File: src/verilog/cce_defs.svh
// constants for the complement and compare-skip execution block
`ifndef CCE_DEFS_SVH
`define CCE_DEFS_SVH
// register byte offsets
`define CCE_CTRL_OFF 8'h00
`define CCE_BANK_OFF 8'h04
`define CCE_ACC_OFF 8'h08
`define CCE_FLAGS_OFF 8'h0C
`define CCE_INDEX_OFF 8'h10
`define CCE_STAT_OFF 8'h14
// field positions
`define CCE_CTRL_EXT_BIT 0
`define CCE_FLAG_Z_BIT 0
`define CCE_FLAG_N_BIT 1
// reset values
`define CCE_CTRL_RST 1'h0
`define CCE_BANK_RST 4'h0
`define CCE_ACC_RST 8'h00
`define CCE_FLAGS_RST 2'h0
`define CCE_INDEX_RST 12'h000
// opcode fields
`define CCE_CPL_OPC 6'h07
`define CCE_CPSEQ_OPC 7'h31
// addressing
`define CCE_ILO_LIMIT 8'h5F
`define CCE_ACC_HIGH_BASE 4'hF
// answers
`define CCE_RESP_OKAY 2'h0
`define CCE_RESP_SLVERR 2'h2
// phase and flush counts
`define CCE_Q_LAST 2'h3
`define CCE_FLUSH_ONE 2'h1
`define CCE_FLUSH_TWO 2'h2
`endif

File: src/verilog/cce_pkg.sv
// types shared by the execution block and its bench
package cce_pkg;
	typedef struct packed {
		logic rd;
		logic wr;
		logic [11:0] addr;
		logic [7:0] wdata;
	} mem_req_t;
	typedef enum logic [1:0] {op_none, op_cpl, op_cpseq} op_kind_t;
	typedef enum logic [1:0] {st_idle, st_exec, st_flush} exec_state_t;
endpackage

File: src/verilog/cce_exec.sv
// execution of the complement and compare-skip-equal byte instructions, with an axi4-lite control slave
// Operation
// RULE_01: complement op inverts addressed register, delivers it, updates only negative and zero
// RULE_02: destination bit zero writes accumulator; one writes back to the source register
// RULE_03: access bit zero uses access bank; one uses bank select pointer
// RULE_04: extended set, access bit zero, address at most 95: indexed literal offset addressing
// RULE_05: compare op subtracts unsigned, stores nothing, leaves all flags unchanged
// RULE_06: on equality the fetched next instruction is replaced by a no-operation cycle
// RULE_07: skipping a two-word instruction costs three cycles, both words flushed
// RULE_08: complement is one word, one cycle: decode, read, process, write phases
`timescale 1ns/1ps
`include "cce_defs.svh"
module cce_exec (
	input wire logic clk,
	input wire logic reset,
	input wire logic [15:0] instr,
	input wire logic instr_valid,
	input wire logic next_two_word,
	output logic instr_ready,
	output logic nop_active,
	output cce_pkg::mem_req_t mem_req,
	input wire logic [7:0] mem_rdata,
	input wire logic [7:0] s_axi_awaddr,
	input wire logic s_axi_awvalid,
	output logic s_axi_awready,
	input wire logic [31:0] s_axi_wdata,
	input wire logic [3:0] s_axi_wstrb,
	input wire logic s_axi_wvalid,
	output logic s_axi_wready,
	output logic [1:0] s_axi_bresp,
	output logic s_axi_bvalid,
	input wire logic s_axi_bready,
	input wire logic [7:0] s_axi_araddr,
	input wire logic s_axi_arvalid,
	output logic s_axi_arready,
	output logic [31:0] s_axi_rdata,
	output logic [1:0] s_axi_rresp,
	output logic s_axi_rvalid,
	input wire logic s_axi_rready
);
	import cce_pkg::*;

	logic [1:0] q_reg;
	exec_state_t state_reg;
	op_kind_t op_reg;
	logic dest_reg;
	logic [7:0] data_reg;
	logic equal_reg;
	logic [1:0] flush_reg;
	logic ext_en_reg;
	logic [3:0] bank_select_pointer_reg;
	logic [7:0] acc_reg;
	logic [1:0] flags_reg;
	logic [11:0] index_reg;
	logic [11:0] addr_next;
	op_kind_t op_next;
	logic take;
	logic skip_now;
	logic aw_held, w_held;
	logic [7:0] awaddr_q;
	logic [31:0] wdata_q;
	logic [3:0] wstrb_q;
	logic do_write, aw_take, w_take, ar_take;
	logic aw_held_next, w_held_next, bvalid_next, rvalid_next;
	logic sw_wr_ctrl, sw_wr_bank, sw_wr_acc, sw_wr_flags, sw_wr_index;

	// a new instruction is taken only in the decode phase and never while flushing
	assign take = instr_ready && instr_valid;
	assign skip_now = (state_reg == st_exec) && (op_reg == op_cpseq) && (q_reg == `CCE_Q_LAST) && equal_reg;

	// opcode decode of the incoming word
	always_comb begin
		op_next = op_none;
		if (instr[15:10] == `CCE_CPL_OPC) begin
			op_next = op_cpl; // see RULE_01
		end else if (instr[15:9] == `CCE_CPSEQ_OPC) begin
			op_next = op_cpseq; // see RULE_05
		end
	end

	// effective data address from access bit, bank pointer and extended mode
	always_comb begin
		if (instr[8]) begin
			addr_next = {bank_select_pointer_reg, instr[7:0]}; // see RULE_03
		end else if (ext_en_reg && instr[7:0] <= `CCE_ILO_LIMIT) begin
			addr_next = index_reg + {4'h0, instr[7:0]}; // see RULE_04
		end else if (instr[7:0] <= `CCE_ILO_LIMIT) begin
			addr_next = {4'h0, instr[7:0]}; // see RULE_03
		end else begin
			addr_next = {`CCE_ACC_HIGH_BASE, instr[7:0]};
		end
	end

	// four-phase counter that paces every instruction cycle
	always_ff @(posedge clk or posedge reset) begin
		if (reset) begin
			q_reg <= 2'h0;
		end else begin
			q_reg <= q_reg + 2'h1;
		end
	end

	// sequencing: decode, flush of skipped words and the ready handshake
	always_ff @(posedge clk or posedge reset) begin
		if (reset) begin
			state_reg <= st_idle;
			op_reg <= op_none;
			dest_reg <= 1'b0;
			flush_reg <= 2'h0;
			instr_ready <= 1'b0;
			nop_active <= 1'b0;
		end else begin
			if (take) begin
				state_reg <= st_exec;
				op_reg <= op_next;
				dest_reg <= instr[9];
			end else if (q_reg == `CCE_Q_LAST) begin
				if (skip_now) begin
					state_reg <= st_flush; // see RULE_06
					flush_reg <= next_two_word ? `CCE_FLUSH_TWO : `CCE_FLUSH_ONE; // see RULE_07
				end else if (flush_reg > `CCE_FLUSH_ONE) begin
					flush_reg <= flush_reg - 2'h1; // see RULE_07
				end else begin
					flush_reg <= 2'h0;
					state_reg <= st_idle;
				end
			end
			instr_ready <= (q_reg == `CCE_Q_LAST) && !skip_now && (flush_reg <= `CCE_FLUSH_ONE);
			if (q_reg == `CCE_Q_LAST) begin
				nop_active <= skip_now || (flush_reg > `CCE_FLUSH_ONE); // see RULE_06
			end
		end
	end

	// data memory: read in phase two, write-back in phase four
	always_ff @(posedge clk or posedge reset) begin
		if (reset) begin
			mem_req <= '0;
		end else begin
			mem_req.rd <= take && (op_next != op_none); // see RULE_08
			mem_req.wr <= (state_reg == st_exec) && (q_reg == 2'h2) && (op_reg == op_cpl) && dest_reg; // see RULE_02
			if (take) begin
				mem_req.addr <= addr_next;
			end
			if (q_reg == 2'h2) begin
				mem_req.wdata <= ~data_reg; // see RULE_01
			end
		end
	end

	// operand capture and compare processing
	always_ff @(posedge clk or posedge reset) begin
		if (reset) begin
			data_reg <= 8'h00;
			equal_reg <= 1'b0;
		end else begin
			if (mem_req.rd) begin
				data_reg <= mem_rdata;
			end
			if (q_reg == 2'h2) begin
				equal_reg <= (data_reg - acc_reg) == 8'h00; // see RULE_05
			end
		end
	end

	// accumulator, flags and software-owned control; hardware update wins over a bus write
	always_ff @(posedge clk or posedge reset) begin
		if (reset) begin
			acc_reg <= `CCE_ACC_RST;
			flags_reg <= `CCE_FLAGS_RST;
			ext_en_reg <= `CCE_CTRL_RST;
			bank_select_pointer_reg <= `CCE_BANK_RST;
			index_reg <= `CCE_INDEX_RST;
		end else begin
			if ((state_reg == st_exec) && (q_reg == `CCE_Q_LAST) && (op_reg == op_cpl)) begin
				if (!dest_reg) begin
					acc_reg <= mem_req.wdata; // see RULE_02
				end
				flags_reg[`CCE_FLAG_N_BIT] <= mem_req.wdata[7]; // see RULE_01
				flags_reg[`CCE_FLAG_Z_BIT] <= mem_req.wdata == 8'h00; // see RULE_01
			end else begin
				if (sw_wr_acc) begin
					acc_reg <= wdata_q[7:0];
				end
				if (sw_wr_flags) begin
					flags_reg <= wdata_q[1:0];
				end
			end
			if (sw_wr_ctrl) begin
				ext_en_reg <= wdata_q[`CCE_CTRL_EXT_BIT];
			end
			if (sw_wr_bank) begin
				bank_select_pointer_reg <= wdata_q[3:0];
			end
			if (sw_wr_index && wstrb_q[1]) begin
				index_reg[11:8] <= wdata_q[11:8];
			end
			if (sw_wr_index) begin
				index_reg[7:0] <= wdata_q[7:0];
			end
		end
	end

	// axi4-lite handshake terms
	assign aw_take = s_axi_awvalid && s_axi_awready;
	assign w_take = s_axi_wvalid && s_axi_wready;
	assign ar_take = s_axi_arvalid && s_axi_arready;
	assign do_write = aw_held && w_held && !s_axi_bvalid;
	assign aw_held_next = aw_take || (aw_held && !do_write);
	assign w_held_next = w_take || (w_held && !do_write);
	assign bvalid_next = do_write || (s_axi_bvalid && !s_axi_bready);
	assign rvalid_next = ar_take || (s_axi_rvalid && !s_axi_rready);
	assign sw_wr_ctrl = do_write && wstrb_q[0] && (awaddr_q == `CCE_CTRL_OFF);
	assign sw_wr_bank = do_write && wstrb_q[0] && (awaddr_q == `CCE_BANK_OFF);
	assign sw_wr_acc = do_write && wstrb_q[0] && (awaddr_q == `CCE_ACC_OFF);
	assign sw_wr_flags = do_write && wstrb_q[0] && (awaddr_q == `CCE_FLAGS_OFF);
	assign sw_wr_index = do_write && wstrb_q[0] && (awaddr_q == `CCE_INDEX_OFF);

	// write channel: address and data taken in either order, one response after both
	always_ff @(posedge clk or posedge reset) begin
		if (reset) begin
			aw_held <= 1'b0;
			w_held <= 1'b0;
			awaddr_q <= 8'h00;
			wdata_q <= 32'h0000_0000;
			wstrb_q <= 4'h0;
			s_axi_awready <= 1'b0;
			s_axi_wready <= 1'b0;
			s_axi_bvalid <= 1'b0;
			s_axi_bresp <= `CCE_RESP_OKAY;
		end else begin
			aw_held <= aw_held_next;
			w_held <= w_held_next;
			if (aw_take) begin
				awaddr_q <= s_axi_awaddr;
			end
			if (w_take) begin
				wdata_q <= s_axi_wdata;
				wstrb_q <= s_axi_wstrb;
			end
			s_axi_awready <= !aw_held_next && !bvalid_next;
			s_axi_wready <= !w_held_next && !bvalid_next;
			s_axi_bvalid <= bvalid_next;
			if (do_write) begin
				s_axi_bresp <= (awaddr_q <= `CCE_INDEX_OFF && awaddr_q[1:0] == 2'h0) ?
					`CCE_RESP_OKAY : `CCE_RESP_SLVERR;
			end
		end
	end

	// read channel: data answered one cycle after the address is taken
	always_ff @(posedge clk or posedge reset) begin
		if (reset) begin
			s_axi_arready <= 1'b0;
			s_axi_rvalid <= 1'b0;
			s_axi_rdata <= 32'h0000_0000;
			s_axi_rresp <= `CCE_RESP_OKAY;
		end else begin
			s_axi_arready <= !rvalid_next;
			s_axi_rvalid <= rvalid_next;
			if (ar_take) begin
				s_axi_rresp <= `CCE_RESP_OKAY;
				unique case (s_axi_araddr)
					`CCE_CTRL_OFF: s_axi_rdata <= {31'h0, ext_en_reg};
					`CCE_BANK_OFF: s_axi_rdata <= {28'h0, bank_select_pointer_reg};
					`CCE_ACC_OFF: s_axi_rdata <= {24'h0, acc_reg};
					`CCE_FLAGS_OFF: s_axi_rdata <= {30'h0, flags_reg};
					`CCE_INDEX_OFF: s_axi_rdata <= {20'h0, index_reg};
					`CCE_STAT_OFF: s_axi_rdata <= {26'h0, nop_active, state_reg == st_exec, flush_reg, q_reg};
					default: begin
						s_axi_rdata <= 32'h0000_0000;
						s_axi_rresp <= `CCE_RESP_SLVERR;
					end
				endcase
			end
		end
	end
endmodule

File: config.mk
export PLATFORM = sky130hd
export DESIGN_NAME = cce_exec
export DESIGN_NICKNAME = d
export VERILOG_FILES = /design/src/verilog/cce_pkg.sv /design/src/verilog/cce_exec.sv
export VERILOG_INCLUDE_DIRS = /design/src /design/src/verilog
export SDC_FILE = /design/constraint.sdc
export NUM_CORES = 1
export LEC_CHECK = 0
export BUFFER_PORTS_ARGS = -buffer_cell sky130_fd_sc_hd__buf_2
export CAP_MARGIN = 0
export CORE_MARGIN = 10
export CORE_UTILIZATION = 26
export DETAILED_ROUTE_END_ITERATION = 8
export GPL_TIMING_DRIVEN = 0
export HOLD_SLACK_MARGIN = 0.06
export PLACE_DENSITY = 0.53
export SLEW_MARGIN = 20
export SYNTH_ARGS = -nofsm -noshare
export SYNTH_HDL_FRONTEND = slang
export SYNTH_SLANG_ARGS = --single-unit
export TNS_END_PERCENT = 1
File: constraint.sdc
create_clock -name clk -period 3.25 [get_ports clk]
set_input_delay 0.4875 -clock clk [delete_from_list [all_inputs] [get_ports clk]]
set_output_delay 0.4875 -clock clk [all_outputs]
set_load 0.03 [all_outputs]
Word-level counts from Yosys, hierarchy flattened
Cells that the tools add are included.
- order comparisons: 4
- reductions and logical operators: 59
- equal/unequal tests: 18
- multiplexer cells: 20
- add/subtract/negate cells: 4
- bitwise gates (word level): 2
- operator list (kind ; count):
    12-bit case mux with 6 select lines ; 1
    12-bit 2-to-1 mux ; 3
    8-bit by 4-bit == test with 1-bit output (second input constant) ; 4
    1-bit logical AND ; 32
    8-bit logical NOT ; 4
    2-bit 2-to-1 mux ; 13
    8-bit by 5-bit == test with 1-bit output (second input constant) ; 3
    8-bit 2-to-1 mux ; 3
    8-bit by 3-bit == test with 1-bit output (second input constant) ; 2
    12-bit by 8-bit adder with 12-bit output ; 1
    1-bit logical NOT ; 9
    8-bit by 5-bit less-or-equal comparator with 1-bit output (second input constant) ; 1
    8-bit by 7-bit less-or-equal comparator with 1-bit output (second input constant) ; 1
    8-bit inverter ; 1
    2-bit nonzero test ; 4
    8-bit subtractor ; 1
    7-bit by 6-bit == test with 1-bit output (second input constant) ; 1
    2-bit == test (second input constant) ; 3
    6-bit by 3-bit == test with 1-bit output (second input constant) ; 1
    2-bit AND reduction ; 3
    6-bit OR reduction ; 1
    1-bit logical OR ; 5
    2-bit by 1-bit == test with 1-bit output (second input constant) ; 2
    3-bit != test (second input constant) ; 1
    7 further kinds ; 7
- logic and storage cells: 139
- output and inout bits: 65
- register bits after elaboration: 134
- input port bits: 85

Longest topological paths before layout
- word-level depth: 7
- depth in mapped cells: 9
- depth with buffers taken out: 9

Least setup slack after synthesis
No wires, ideal clock.
- path type: input port to flip-flop
- start: input port instr[0]
- end: register mem_req[16] (netlist bit)
- path buffers: 0
- cell stages on the path: 9
- setup slack: 1.153 ns
- arrival time: 1.977 ns
- cell sequence: ha_1 inv_1 fa_1 nor2b_1 o21a_1 nor2_1 o31a_1 nand3b_1 and3_1
- word-level cells in the longest chain between the ends: 4
- elaborated cells between the ends (all ways): 6
- those cells by class: add/sub (1); order compare (1); mux (3); reduce/logical (1)
- ends and longest elaborated chain (what ; line ; source):
    start: declaration ; cce_exec.sv:16 ; input wire logic [15:0] instr,
    8-bit by 7-bit less-or-equal comparator with 1-bit output (no line) ; -- ;
    12-bit 2-to-1 mux or 1-bit logical AND (tied branches) ; -- ;
    12-bit 2-to-1 mux (*) ; cce_exec.sv:85 ; end else if (ext_en_reg && instr[7:0] <= `CCE_ILO_LIMIT) begin
    12-bit 2-to-1 mux (*) ; cce_exec.sv:83 ; if (instr[8]) begin
    end: declaration ; cce_exec.sv:21 ; output cce_pkg::mem_req_t mem_req,
Every way passes the cells marked *; elsewhere a longest branch is shown, timed or not.
A chain may end at the register's enable or synchronous reset.

Worst setup path after layout
- start: register index_reg[1]
- end: register mem_req[19] (netlist bit)
- word-level cells in the longest chain between the ends: 3
- ends and longest elaborated chain (what ; line ; source):
    start: declaration ; cce_exec.sv:54 ; logic [11:0] index_reg;
    start signal: assignment ; cce_exec.sv:173 ; index_reg <= `CCE_INDEX_RST;
    start signal: assignment ; cce_exec.sv:199 ; index_reg[7:0] <= wdata_q[7:0];
    12-bit by 8-bit adder with 12-bit output ; cce_exec.sv:86 ; addr_next = index_reg + {4'h0, instr[7:0]};
    12-bit 2-to-1 mux ; cce_exec.sv:85 ;
    12-bit 2-to-1 mux ; cce_exec.sv:83 ;
No other way between the ends.

==> impl_metrics.json <==
{
  "status": "finished, final reports clean",
  "numCtsBuffers": 9,
  "rsz0062_at_grt": "no",
  "cap_violations": 0,
  "rrSetupSlack_ns": 1.0,
  "fp.dieH_um": 166,
  "yosys.cell_types.count": 60,
  "ys_dominant_reg_cell": "dfrtp_1",
  "cp_top_family": "simple AND/OR/NAND/NOR gates",
  "io_pins": 150,
  "vias_per_cell": 4.51,
  "antenna_found_initial": 2,
  "drive_gt1_frac": 0.296,
  "dieArea_um2": 27600,
  "cts_buffer_depth": 2,
  "criticalPathCategory": "reg -> reg",
  "skew_ns": 0.0115,
  "tightest_slew_ns": 0.821,
  "cts_hold_buffers": 0,
  "drtIter0Drc": 297,
  "maxSlewHeadroom": 0.449,
  "synth_seq_area_share": 0.505,
  "drtPass1Iterations": 4,
  "cts_sinks": 112,
  "drcViolationCount": 0,
  "core_um2": 21000,
  "cts_setup_buffers": 0,
  "slowest_delay_ns": 0.57,
  "fillerInstances": 2149,
  "synth_common_cells": "dfrtp_1, nand2_1, mux2_2, nor2_1, inv_1",
  "cp-start-kind": "flop",
  "max_freq_mhz": 444,
  "cts_resized": 0,
  "die_w_um": 166,
  "endpoint_kind": "flop",
  "yosys.area.top_type": "dfrtp_1",
  "wl_per_cell_um": 16.4,
  "ir_worst_vdd_mv": 0.272,
  "setup_viol": 0,
  "worstPathCellList": "ha_1 -> a211oi_1 -> nor4b_1 -> o21ai_1 -> xnor2_1 -> a221oi_1 -> nor2_1",
  "drv_slew": 0,
  "nets": 767,
  "synth_top_area_share": 0.505,
  "final_antenna_net_count": 0,
  "arrival_ns": 2.48,
  "yosysWarningCount": 0,
  "clock_latency_ns": 0.36,
  "yosys-top-cells-area": "dfrtp_1, mux2_2, ha_1",
  "synth_most_common_cell": "dfrtp_1",
  "grtUsageTotal": 0.110,
  "cts_tree": "yes",
  "cp.required_ns": 3.48,
  "period_needed_ns": 2.25,
  "vias": 4260,
  "largest_reg_flops": 22,
  "start_util": 0.264,
  "finalWorstSetupSlack_ns": 0.995,
  "grt_pass1_wl_um": 24500,
  "dpl.hpwl_um": 12500,
  "clkSlewWorstSetupHoldPaths_ns": 0.07,
  "grt_overflow_total": 0,
  "h-tree-depth": 3,
  "gp_congestion": 0.822,
  "async_flop_share": 1.00,
  "io_buffers": 105,
  "synth_edf_count": 0,
  "critical_path.max_fanout": 3,
  "ys_ff_latch": 112,
  "crit_buf_inv": 0,
  "cts-root-buf": "clkbuf_16",
  "p_per_area_nw_per_um2": 563,
  "fin_setup_tns_ns": 0,
  "synthCells": 524,
  "top_register": "mem_req",
  "dp_slack_ns": 0.789,
  "min_path_type": "in -> async",
  "fin_crit_sh": 0.694,
  "wirelength_um": 15500,
  "hold_viol_final": 0,
  "area_growth_pct": 23.5,
  "p_leak_nw": 3.28,
  "grt_max_degree": 33,
  "critPathSlowestCell": "nor4b_1",
  "std_cell_rows": 53,
  "grt_pass1_vias": 4340,
  "synth_area_per_cell_um2": 10.6,
  "syn_area_um2": 5550
}
routing by layer:
layer / up-vias / part of all wire / wire (um) / GRT usage
met5: - / 0 / 0 / 0
met4: 0 / 0.0065 / 101 / 0.0193
met3: 6 / 0.066 / 1020 / 0.0400
met2: 94 / 0.49 / 7640 / 0.185
met1: 2055 / 0.43 / 6720 / 0.133
li1: 2105 / - / - / -
layout make-up:
class                      count  area, um2  area share
clock inverter                 5       56.3     0.00821
sequential                   112       2800       0.409
antenna                        2       5.00    0.000730
clock buffer                  10        229      0.0334
tap                          275        344      0.0502
timing repair buffer         108        586      0.0854
inverter                      31        120      0.0175
buffer                        36        226      0.0330
multi-input combinational    366       2490       0.363
report_power, final:
group | leakage, nW | total (W) | switching [W] | internal (W)
sequential | 1.42 | 0.00188 | 0.000237 | 0.00165
clock | 0.139 | 0.00110 | 0.000510 | 0.000595
combinational | 1.72 | 0.000871 | 0.000471 | 0.000400
metrics by stage:
| stage | hold slack [ns] | cells | total power, W | area [um2] | utilization |
|---|---|---|---|---|---|
| after floorplan | 0.441 | 545 | 0.00248 | 5640 | - |
| after global placement | 0.461 | 925 | 0.00277 | 6500 | 0.309 |
| after detailed placement | 0.472 | 928 | 0.00280 | 6570 | 0.312 |
| after CTS | 0.188 | 943 | 0.00392 | 6850 | 0.326 |
| after global routing | 0.213 | 943 | 0.00410 | 6850 | 0.326 |
| final | 0.183 | 945 | 0.00386 | 6860 | 0.326 |
worst paths after layout:
| path | start | endpoint | cells past startpoint |
|---|---|---|---|
| max | index_reg[1]$_DFFE_PP0P_ | mem_req[19]$_DFFE_PP0P_ | 7 |
| min | reset | awaddr_q[0]$_DFFE_PP0P_ | 2 |
| max reg2reg | index_reg[1]$_DFFE_PP0P_ | mem_req[19]$_DFFE_PP0P_ | 7 |
| min reg2reg | q_reg[0]$_DFF_PP0_ | q_reg[0]$_DFF_PP0_ | 1 |
| max in group asynchronous | reset | mem_req[9]$_DFFE_PP0P_ | 4 |
| min in group clk | instr[15] | mem_req[21]$_DFF_PP0_ | 2 |
placed cells by master (no fill, tap or decap), drive strengths merged, types with 4 or more instances in the layout:
master and count:
a211oi 4, nor2 35, a22oi 7, inv 31, xnor2 6, o22ai 11
mux2 46, dfrtp 112, nand2 53, nor3 8, o21ai 39, nand3b 4
a31oi 11, conb 22, a21oi 22, ha 17, o21a 5, mux2i 19
buf 133, nor4 4, clkbuf 21, nand3 6
cell families after synthesis:
family          after synthesis  synth area share
simple gates                136             0.122
buf+inv                      67            0.0617
mux                          65             0.128
compound gates              116             0.127
flops                       112             0.505
fa+ha+maj                    18            0.0419
other cells                   1          0.000675
xor+xnor                      9            0.0142
Power figures use the tool's default switching activity.
